$ cat src/hdl/ext_osc_defs.svh
/*
  Offsets, field positions, reset values and timing counts for the
  external oscillator control block.
  Assumes a 100 MHz mclk and word-indexed registers on an AHB-Lite bus.
*/
`ifndef EXT_OSC_DEFS_SVH
`define EXT_OSC_DEFS_SVH

// -----------------------------------------------------------------
// register indices (byte address is four times the index)
// -----------------------------------------------------------------
`define EXT_OSC_CTRL_IDX     10'h09F
`define EXT_OSC_STAT_IDX     10'h0A0
`define EXT_OSC_MASK_IDX     10'h0A1

// -----------------------------------------------------------------
// control register fields
// -----------------------------------------------------------------
`define EXT_OSC_VALID_BIT    7
`define EXT_OSC_MODE_HI      6
`define EXT_OSC_MODE_LO      4
`define EXT_OSC_UNUSED_BIT   3
`define EXT_OSC_FREQ_HI      2
`define EXT_OSC_FREQ_LO      0
`define EXT_OSC_CTRL_RESET   8'h00
`define EXT_OSC_CTRL_WMASK   8'h77

// -----------------------------------------------------------------
// interrupt status and mask fields
// -----------------------------------------------------------------
`define EXT_OSC_STAT_RISE    0
`define EXT_OSC_STAT_FALL    1
`define EXT_OSC_STAT_RESET   2'h0
`define EXT_OSC_MASK_RESET   2'h0

// -----------------------------------------------------------------
// timing
// -----------------------------------------------------------------
`define EXT_OSC_MCLK_NS      10
`define EXT_OSC_SETTLE_NS    10000
`define EXT_OSC_SETTLE_CYC   ((`EXT_OSC_SETTLE_NS + `EXT_OSC_MCLK_NS - 1) / `EXT_OSC_MCLK_NS)

`endif

$ cat src/hdl/ext_osc_pkg.sv
/*
  Types shared by the external oscillator control block.
  Assumes ext_osc_defs.svh supplies all numeric constants other than the enum codes below.
*/
package ext_osc_pkg;

  // -----------------------------------------------------------------
  // mode select codes as stored in the control register
  // -----------------------------------------------------------------
  typedef enum logic [2:0] {
    MODE_OFF       = 3'h0,
    MODE_CMOS      = 3'h2,
    MODE_CMOS_DIV2 = 3'h3,
    MODE_RC        = 3'h4,
    MODE_CAP       = 3'h5,
    MODE_XTAL      = 3'h6,
    MODE_XTAL_DIV2 = 3'h7
  } osc_mode_e;

  // kind of drive circuit actually running
  typedef enum logic [2:0] {
    KIND_OFF  = 3'h0,
    KIND_CMOS = 3'h1,
    KIND_RC   = 3'h2,
    KIND_CAP  = 3'h3,
    KIND_XTAL = 3'h4
  } osc_kind_e;

  // crystal stability qualifier, Gray along idle-settle-valid
  typedef enum logic [1:0] {
    QUAL_IDLE   = 2'h0,
    QUAL_SETTLE = 2'h1,
    QUAL_VALID  = 2'h3
  } qual_state_e;

  // controls handed to the analog drive circuit and pin mux
  typedef struct packed {
    logic      driveOn;
    osc_kind_e kind;
    logic      divBy2;
    logic [2:0] freqBand;
    logic      oscInputPinClaim;
    logic      oscOutputPinClaim;
  } osc_drive_s;

endpackage : ext_osc_pkg

$ cat src/hdl/external_oscillator_control.sv
/*
  External oscillator control: the control register on AHB-Lite, mode
  decode for the drive circuit and pin claims, crystal valid flag and
  a small interrupt unit for valid changes.
  Assumes one AHB-Lite master, whole-word single transfers, and an
  amplitude detector pin from the analog oscillator.
*/
// Operation
// RQ1: valid flag bit 7 is read-only, meaningful only in crystal modes 11x.
// RQ2: valid flag reads 0 when crystal unused or unstable, 1 when stable.
// RQ3: mode code 100 runs the drive circuit as an RC oscillator.
// RQ4: three-bit frequency field in bits 2:0 selects one of eight drive bands.
// RQ5: crystal modes claim the input pin and the output pin.
// RQ6: capacitor, RC and CMOS modes claim only the output pin.
// RQ7: software makes the crossbar skip oscillator pins, sets their input mode.
// RQ8: before crystal mode, software drives both pins high then sets analog.
// RQ9: software waits at least 1 ms before checking the valid flag.
// RQ10: software polls valid, enables missing clock detector, then switches clock.
// RQ11: after a 32.768 kHz crystal settles, software may lower frequency to 000.
// RQ12: mode codes decode to off, CMOS, CMOS/2, capacitor, crystal, crystal/2.
// RQ13: bit 3 always reads 0 and ignores writes; other bits reset to 0.
`timescale 1ns/100ps
`include "ext_osc_defs.svh"

module external_oscillator_control
(
  // clock and reset
  input  wire logic              mclk,
  input  wire logic              sys_rst,
  // AHB-Lite slave
  input  wire logic              hsel,
  input  wire logic [31:0]       haddr,
  input  wire logic [1:0]        htrans,
  input  wire logic              hwrite,
  input  wire logic [2:0]        hsize,
  input  wire logic [31:0]       hwdata,
  input  wire logic              hready,
  output logic                   hreadyout,
  output logic                   hresp,
  output logic [31:0]            hrdata,
  // analog oscillator side
  input  wire logic              ampDetectPin,
  output ext_osc_pkg::osc_drive_s oscDrive,
  // interrupt
  output logic                   irq
);
  import ext_osc_pkg::*;

  // -----------------------------------------------------------------
  // registers and bus state
  // -----------------------------------------------------------------
  logic [7:0]  ctrl;
  logic [1:0]  status;
  logic [1:0]  mask;
  logic        wrPend;
  logic        rdPend;
  logic [9:0]  capIdx;
  logic        capOk;
  logic        validFlag;
  logic        validLast;

  // -----------------------------------------------------------------
  // address phase decode
  // -----------------------------------------------------------------
  wire         accept   = hsel && htrans[1] && hready;
  wire         addrOk   = (haddr[31:12] == 20'h00000) && (haddr[1:0] == 2'h0);
  wire  [7:0]  wdata8   = hwdata[7:0];
  wire         hitCtrl  = capOk && (capIdx == `EXT_OSC_CTRL_IDX);
  wire         hitStat  = capOk && (capIdx == `EXT_OSC_STAT_IDX);
  wire         hitMask  = capOk && (capIdx == `EXT_OSC_MASK_IDX);
  wire         wrCtrl   = wrPend && hitCtrl;
  wire         wrStat   = wrPend && hitStat;
  wire         wrMask   = wrPend && hitMask;

  // -----------------------------------------------------------------
  // mode decode
  // -----------------------------------------------------------------
  wire  [2:0]  modeBits = ctrl[`EXT_OSC_MODE_HI:`EXT_OSC_MODE_LO];
  wire         xtalMode = (modeBits == MODE_XTAL) || (modeBits == MODE_XTAL_DIV2);
  wire         cmosMode = (modeBits == MODE_CMOS) || (modeBits == MODE_CMOS_DIV2);
  wire         rcMode   = (modeBits == MODE_RC);
  wire         capMode  = (modeBits == MODE_CAP);
  // code 001 is not a mode, so it leaves the circuit off
  wire         anyMode  = xtalMode || cmosMode || rcMode || capMode;

  // RQ12: mode codes to drive kind
  wire  osc_kind_e kind = xtalMode ? KIND_XTAL :
                          cmosMode ? KIND_CMOS :
                          // RQ3: code 100 runs RC
                          rcMode   ? KIND_RC   :
                          capMode  ? KIND_CAP  : KIND_OFF;

  // RQ5: crystal modes take both pins
  // RQ6: capacitor, RC and CMOS modes take only the output pin
  wire  osc_drive_s next_drive = '{
    driveOn:           anyMode,
    kind:              kind,
    divBy2:            (xtalMode || cmosMode) && modeBits[0],
    freqBand:          ctrl[`EXT_OSC_FREQ_HI:`EXT_OSC_FREQ_LO],
    oscInputPinClaim:  xtalMode,
    oscOutputPinClaim: anyMode
  };

  // RQ1: valid bit visible only in crystal modes
  // RQ13: bit 3 always reads zero
  wire  [7:0]  ctrlView = {xtalMode && validFlag, ctrl[6:4], 1'b0, ctrl[2:0]};
  wire  [7:0]  readVal  = hitCtrl ? ctrlView :
                          hitStat ? {6'h00, status} :
                          hitMask ? {6'h00, mask} : 8'h00;

  // events: valid went up or went down
  wire         evRise   = validFlag && !validLast;
  wire         evFall   = !validFlag && validLast;
  wire  [1:0]  evSet    = {evFall, evRise};
  wire  [1:0]  statClr  = wrStat ? wdata8[1:0] : 2'h0;
  // set wins over a same-cycle write-one-to-clear
  wire  [1:0]  next_status = (status & ~statClr) | evSet;

  // -----------------------------------------------------------------
  // crystal qualifier
  // -----------------------------------------------------------------
  // RQ2: qualifier runs only in crystal modes
  osc_valid_timer u_valid
  (
    .mclk         (mclk),
    .sys_rst      (sys_rst),
    .enable       (xtalMode),
    .ampDetectPin (ampDetectPin),
    .validFlag    (validFlag)
  );

  // -----------------------------------------------------------------
  // bus phase tracking; reads insert one wait state so hrdata is a flop
  // -----------------------------------------------------------------
  always_ff @(posedge mclk)
  begin
    if (sys_rst)
    begin
      wrPend <= 1'b0;
      rdPend <= 1'b0;
      capIdx <= 10'h000;
      capOk  <= 1'b0;
    end
    else if (hreadyout)
    begin
      wrPend <= accept && hwrite;
      rdPend <= accept && !hwrite;
      capIdx <= haddr[11:2];
      capOk  <= accept && addrOk;
    end
    else
    begin
      rdPend <= 1'b0;
    end
  end

  // read data captured during the wait state
  always_ff @(posedge mclk)
  begin
    if (sys_rst)
      hrdata <= 32'h00000000;
    else if (rdPend)
      hrdata <= {24'h000000, readVal};
  end

  assign hreadyout = !rdPend;
  assign hresp     = 1'b0;

  // -----------------------------------------------------------------
  // control register
  // -----------------------------------------------------------------
  // RQ13: masked write keeps bits 7 and 3 clear
  always_ff @(posedge mclk)
  begin
    if (sys_rst)
      ctrl <= `EXT_OSC_CTRL_RESET;
    else if (wrCtrl)
      ctrl <= wdata8 & `EXT_OSC_CTRL_WMASK;
  end

  // -----------------------------------------------------------------
  // interrupt unit and drive outputs
  // -----------------------------------------------------------------
  always_ff @(posedge mclk)
  begin
    if (sys_rst)
    begin
      status    <= `EXT_OSC_STAT_RESET;
      mask      <= `EXT_OSC_MASK_RESET;
      validLast <= 1'b0;
      irq       <= 1'b0;
      oscDrive  <= '0;
    end
    else
    begin
      status    <= next_status;
      validLast <= validFlag;
      irq       <= |(status & mask);  // one cycle behind status
      oscDrive  <= next_drive;
      if (wrMask)
        mask <= wdata8[1:0];
    end
  end
endmodule : external_oscillator_control

$ cat src/hdl/osc_valid_timer.sv
/*
  Crystal valid qualifier: synchronises the amplitude detector pin and
  only reports valid after it has stayed good for the settle time.
  Assumes enable is a same-clock level that is high only in crystal mode.
*/
`timescale 1ns/100ps
`include "ext_osc_defs.svh"

module osc_valid_timer
(
  // clock and reset
  input  wire logic mclk,
  input  wire logic sys_rst,
  // control and pin
  input  wire logic enable,
  input  wire logic ampDetectPin,
  // result
  output logic      validFlag
);
  import ext_osc_pkg::*;

  localparam logic [10:0] SETTLE = 11'(`EXT_OSC_SETTLE_CYC);

  logic        syncA;
  logic        syncB;
  logic        syncC;
  logic        ampGood;
  logic [10:0] count;
  qual_state_e state;
  qual_state_e next_state;

  // three-stage synchroniser, level accepted once the last two agree
  always_ff @(posedge mclk)
  begin
    if (sys_rst)
    begin
      syncA   <= 1'b0;
      syncB   <= 1'b0;
      syncC   <= 1'b0;
      ampGood <= 1'b0;
    end
    else
    begin
      syncA <= ampDetectPin;
      syncB <= syncA;
      syncC <= syncB;
      if (syncB == syncC)
        ampGood <= syncC;
    end
  end

  // settle state machine; a dropout restarts the wait
  always_comb
  begin
    next_state = state;
    case (state)
      QUAL_IDLE:   if (enable && ampGood) next_state = QUAL_SETTLE;
      QUAL_SETTLE: if (!enable || !ampGood) next_state = QUAL_IDLE;
                   else if (count == SETTLE) next_state = QUAL_VALID;
      QUAL_VALID:  if (!enable || !ampGood) next_state = QUAL_IDLE;
      default:     next_state = QUAL_IDLE;
    endcase
  end

  // RQ2: flag stays low until stable
  always_ff @(posedge mclk)
  begin
    if (sys_rst)
    begin
      state     <= QUAL_IDLE;
      count     <= 11'h000;
      validFlag <= 1'b0;
    end
    else
    begin
      state     <= next_state;
      count     <= (next_state == QUAL_SETTLE) ? count + 11'h001 : 11'h000;
      validFlag <= (next_state == QUAL_VALID);
    end
  end
endmodule : osc_valid_timer

$ cat config.mk
export PLATFORM = sky130hd
export DESIGN_NAME = external_oscillator_control
export DESIGN_NICKNAME = d
export VERILOG_FILES = /design/src/hdl/ext_osc_pkg.sv /design/src/hdl/external_oscillator_control.sv /design/src/hdl/osc_valid_timer.sv
export VERILOG_INCLUDE_DIRS = /design/src /design/src/hdl
export SDC_FILE = /design/constraint.sdc
export NUM_CORES = 1
export LEC_CHECK = 0
export ABC_CLOCK_PERIOD_IN_PS = 2150
export BUFFER_PORTS_ARGS = -buffer_cell sky130_fd_sc_hd__buf_2
export CORE_MARGIN = 5
export CORE_UTILIZATION = 45
export DETAILED_ROUTE_END_ITERATION = 8
export GPL_TIMING_DRIVEN = 0
export PLACE_DENSITY_LB_ADDON = 0.1
export SLEW_MARGIN = 20
export SYNTH_ARGS = -nofsm -noshare
export SYNTH_HDL_FRONTEND = slang
export SYNTH_SLANG_ARGS = --single-unit
export TNS_END_PERCENT = 20
$ cat constraint.sdc
create_clock -name mclk -period 2.15 [get_ports mclk]
set_input_delay 0.43 -clock mclk [delete_from_list [all_inputs] [get_ports mclk]]
set_output_delay 0.43 -clock mclk [all_outputs]
set_load 0.02 [all_outputs]
== After elaboration in Yosys (flattened, before gate mapping) ==
Index checks and enable logic that the tools add are counted.
Cells by class
  reductions and logical operators: 37
  $add $sub $neg: 1
  $mul: 0
  divide/modulo/power cells: 0
  bitwise operators: 5
  shifts and indexed selects: 0
  equality and inequality tests: 15
  magnitude comparators: 0
  mux-type cells: 13
Operator list (number)
  10-bit by 8-bit equality test with 1-bit output, second input constant: 3
  20-bit zero test: 1
  2-bit two-way mux: 10
  1-bit logical AND: 17
  3-bit equality test, second input constant: 4
  11-bit by 1-bit adder with 11-bit output, second input constant: 1
  11-bit by 10-bit equality test with 1-bit output, second input constant: 1
  8-bit two-way mux: 1
  2-bit OR reduction: 4
  3-bit by 2-bit equality test with 1-bit output, second input constant: 2
  1-bit zero test: 6
  1-bit logical OR: 6
  2-bit one-hot mux with 3 select lines: 1
  2-bit AND: 2
  2-bit by 1-bit equality test with 1-bit output, second input constant: 2
  2-bit equality test, second input constant: 2
  2-bit zero test: 2
  3-bit two-way mux: 1
  3-bit OR reduction: 1
  2-bit inverter: 1
  2-bit OR: 1
  1-bit equality test: 1
  1-bit inverter: 1
Storage, ports and cells
  output and inout bits: 45
  memories kept: 0
  bits in writable memories: 0
  ROM bits: 0
  bits in registers: 60
  word-level logic and storage cells: 95
  bits in latches: 0
  input port bits: 75

== Longest topological paths before layout ==
  depth after elaboration: 9
  gate-level depth with buffers: 7
  gate-level depth less buffers: 6

== Modules after synthesis ==
From an unflattened synthesis, not the netlist that was laid out.
Second synthesis, totals
  cell total of the unflattened synthesis: 267
  area, all modules: 2526.2 um^2
By module, submodules not included
  external_oscillator_control: times used 1, sequential area each 800.8 um^2, cells each 190, area each 1795.5 um^2
  osc_valid_timer: times used 1, sequential area each 360.3 um^2, cells each 77, area each 730.7 um^2

== Least setup slack after synthesis ==
Ideal clock, no wire load.
  path type: register to register
  start: reg rdPend
  end: reg hrdata[0]
  cell stages (with the launch flop): 5
  path buffers: 1
  library setup time: 0.079 ns
  data required time: 2.071 ns
  period minus slack after synthesis: 1.548 ns
  data arrival time: 1.469 ns
  path slack: 0.602 ns
  path through: dfxtp_1 -> buf_4 -> inv_1 -> or4_2 -> o211ai_1
RTL lines
  start: declaration: line external_oscillator_control.sv:56  | logic rdPend;
  start signal: assignment: line external_oscillator_control.sv:147  | rdPend <= accept && !hwrite;
  end signal: assignment: line external_oscillator_control.sv:163  | hrdata <= {24'h000000, readVal};
  end: declaration: line external_oscillator_control.sv:40  | output logic [31:0] hrdata,

== Final worst setup path ==
  start: reg capIdx[2]
  end: reg mask[0]
Between the ends
  longest elaborated chain between the ends: 3
RTL lines
  start: declaration: line external_oscillator_control.sv:57  | logic [9:0] capIdx;
  start signal: assignment: line external_oscillator_control.sv:148  | capIdx <= haddr[11:2];
  10-bit by 8-bit equality test with 1-bit output (no line)
  1-bit logical AND: line external_oscillator_control.sv:70  | wire hitMask = capOk && (capIdx == `EXT_OSC_MASK_IDX);
  1-bit logical AND: line external_oscillator_control.sv:73  | wire wrMask = wrPend && hitMask;
  end signal: assignment: line external_oscillator_control.sv:189  | mask <= `EXT_OSC_MASK_RESET;
  end signal: assignment: line external_oscillator_control.sv:201  | mask <= wdata8[1:0];
  end: declaration: line external_oscillator_control.sv:54  | logic [1:0] mask;
No other way between the ends.
A chain may end at the register's enable or synchronous reset.

==> metrics.md <==
| Metric | Value |
|---|---|
| Placer Congestion | 0.712 |
| Area leader, netlist | dfxtp_1 |
| Crit path kind | register to register |
| Pins Over Slew Limit | 0 |
| Avg Cell Area, Syn | between 9 and 10 um^2 |
| Diodes inserted | 0 |
| Area of the multi-input gates | around 1100 um^2 |
| Tightest Pin Transition | around 0.75 ns |
| Core Area | 5410 um^2 |
| Clock Path Buffers | 2 |
| Worst R2R Start | capIdx[2] |
| WL/cell | ~12 um |
| Mapped Cells | 263 |
| Tot GR Track Use | approximately 16% |
| H-tree depth | 3 |
| Hold Crit Class | primary input to register |
| Reg clk slew, reported paths | ~0.06 ns |
| Register-to-register setup slack | 0.40 ns |
| Most common cell after layout, fill and taps aside | buf_2 |
| Reg area | 1160 um^2 |
| Max VDD drop | about 450 uV |
| Final WS setup | around 0.40 ns |
| Initial drt markers | 84 |
| Area share of the leading cell type in the synthesized netlist | between 40% and 50% |
| Via count | approximately 2,000 |
| Final Skew | between 0.006 and 0.007 ns |
| Antenna violations before repair | 0 |
| Hold buffer count at CTS | 0 |
| Most frequent cells in the layout | buf_2, dfxtp_1, nor2_1 |
| Postcts setup bufs | 0 |
| Register bit total from synthesis | slightly below 60 |
| RR Endpoint | mask[0] |
| Post-Route WL | between 5000 and 6000 um |
| Final HPWL DP | around 4000 um |
| Largest cells by area after synthesis | dfxtp_1, buf_4, mux2i_1 |
| DIE HEIGHT | around 84 um |
| Fraction of layout cells with a size suffix above 1 | roughly a third |
| CP startpoint kind | register |
| Die area | 7060 um^2 |
| Final Cell Area | approximately 3200 um^2 |
| Final TNS setup | 0 ns |
| Crit path to | mask[0] |
| Max Clock Freq | 572 MHz |
| Ys async rst share | 0% |
| I/O Pins | 120 |
| Worst skew pair latency | approximately 0.33 ns |
| Warnings from Yosys | 0 |
| Clock sinks | slightly below 60 |
| DP Area | ~3000 um^2 |
| Crit path DAT | 1.95 ns |
| Worst Setup SP | capIdx[2] |
| Cts bufs inserted | 9 |
| Vias in the first global route | approximately 1,900 |
| Antenna viol nets, final | 0 |
| Residual DRC | 0 |
| Clock period minus worst slack | 1.75 ns |
| Worst r2r path cells | 4 |
| CP Max Fanout | 5 |
| Slew headroom | around 50% |
| DP Worst Slack | between 0.4 and 0.5 ns |
| Leak | between 1 and 1.5 nW |
| Power density cells | 703 nW/um^2 |
| # nets final | ~440 |
| Ys flop type | dfxtp_1 |
| # setup viols final | 0 |
| Critical path capture point type | register |
| WP data required | roughly 2.4 ns |
| EDFF count, synth | 0 |
| Total grt overflow | 0 |
| Clock root buffer | clkbuf_8 |
| Port-buffer cells | 63 |
| Layout area overhead | 27.8% |
| Starting Density | between 40 and 50% |
| Largest net degree at the start of global routing | 11 |
| Die Wd | ~84 um |
| Row cnt | 27 |
| First-pass GRT wire length | 8760 um |
| Final hold viol count | 0 |
| FILL cells | between 500 and 600 |
| Tot Pwr | between 2 and 2.5 mW |
| Max Cap Viol | 0 |
| DRT Pass-1 Iters | 4 |
| Post-Route Utilization | about three fifths |
| Post-CTS Resized | 0 |
| Run status | finished, final reports clean |
| Period Utilization, post-route | 81.3% |
| Vias per cell | 4.57 |
| CTS tree | built |
| Sequential-to-total area share from yosys stat | between 40% and 50% |
| Mapped Area | roughly 2500 um^2 |
| Synth cell types | 38 |
| RSZ-0062 raised after global routing | no |
[layout make-up]
type / instances / share of cell area, %
repair buffers: 63 / 10.0
plain buffers: 36 / 8.06
clock buffers: 12 / 4.61
inverters: 11 / 1.31
multi-input cells: 183 / 35.0
flip-flops and latches: 58 / 36.9
well taps: 72 / 2.86
clock inverters: 3 / 1.27
[sequential cells by signal, indices dropped and copies added, names as in the netlist, 2 cells and up]
name	flops
ctrl	6
hrdata	7
u_valid.state	2
oscDrive	8
status	2
mask	2
capIdx	10
u_valid.count	11
[where the power goes]
group	total (mW)	switching (mW)	leakage, nW	internal (mW)
Sequential	1.10	0.0107	0.470	1.09
Clock	0.950	0.393	0.0962	0.557
Combinational	0.167	0.0875	0.842	0.0791
[critical path: stages, from the launching register on]
cell,delay [ns]
dfxtp_1,0.32
nor4_1,0.67
and4_1,0.38
mux2i_1,0.20
nor2_1,0.05
[cell usage after synthesis (2+ instances only)]
library cell   n
dfxtp_1       58
nor2_1        38
buf_4         29
mux2i_1       15
inv_1         11
nand2_1       11
nor4_1        10
a21oi_1        7
nand2b_1       6
nand4_1        6
xnor2_1        6
nor2b_1        5
o21ai_0        5
a22oi_1        4
nand3_1        4
nor3_1         4
a21o_1         3
and2_1         3
clkbuf_1       3
nand4b_1       3
nor3b_1        3
nor3b_2        3
xor2_1         3
and4_1         2
buf_2          2
ha_1           2
mux2_2         2
nand3b_1       2
nand4bb_1      2
o211ai_1       2
or4_1          2
[logic make-up after synthesis]
family | share of synthesized area [%]
and+or+nand+nor | 24.0
DFF | 47.1
buffers and inverters | 12.0
AOI/OAI and AO/OA | 5.53
muxes | 7.00
xor gates and xnor gates | 3.20
adders and majority gates | 1.01
other | 0.152
[through the flow]
| stage | hold slack, ns | cells |
|---|---|---|
| floorplan | 0.414 | 288 |
| global placement | 0.422 | 423 |
| detailed placement | 0.448 | 423 |
| CTS | 0.258 | 438 |
| global route | 0.273 | 438 |
| finish | 0.281 | 438 |
[metal layers]
layer	vias to the layer above	track usage, %	part of all wire (%)
met1	876	17.9	43
li1	1039	-	-
met4	0	5.12	1.5
met5	-	0	0
met2	79	24.1	45
met3	9	9.08	11
[worst min path at each step]
stage | start | end | slack [ns] | depth (start not counted)
2_1_floorplan | u_valid.syncA | u_valid.syncB | 0.41 | 1
3_3_place_gp | u_valid.syncA | u_valid.syncB | 0.42 | 1
3_5_place_dp | u_valid.syncA | u_valid.syncB | 0.45 | 1
4_1_cts | hwrite | rdPend | 0.26 | 2
5_1_grt | hwrite | rdPend | 0.27 | 2
6_report | hwrite | rdPend | 0.28 | 2
No activity file was read; power rests on OpenSTA's default activity.
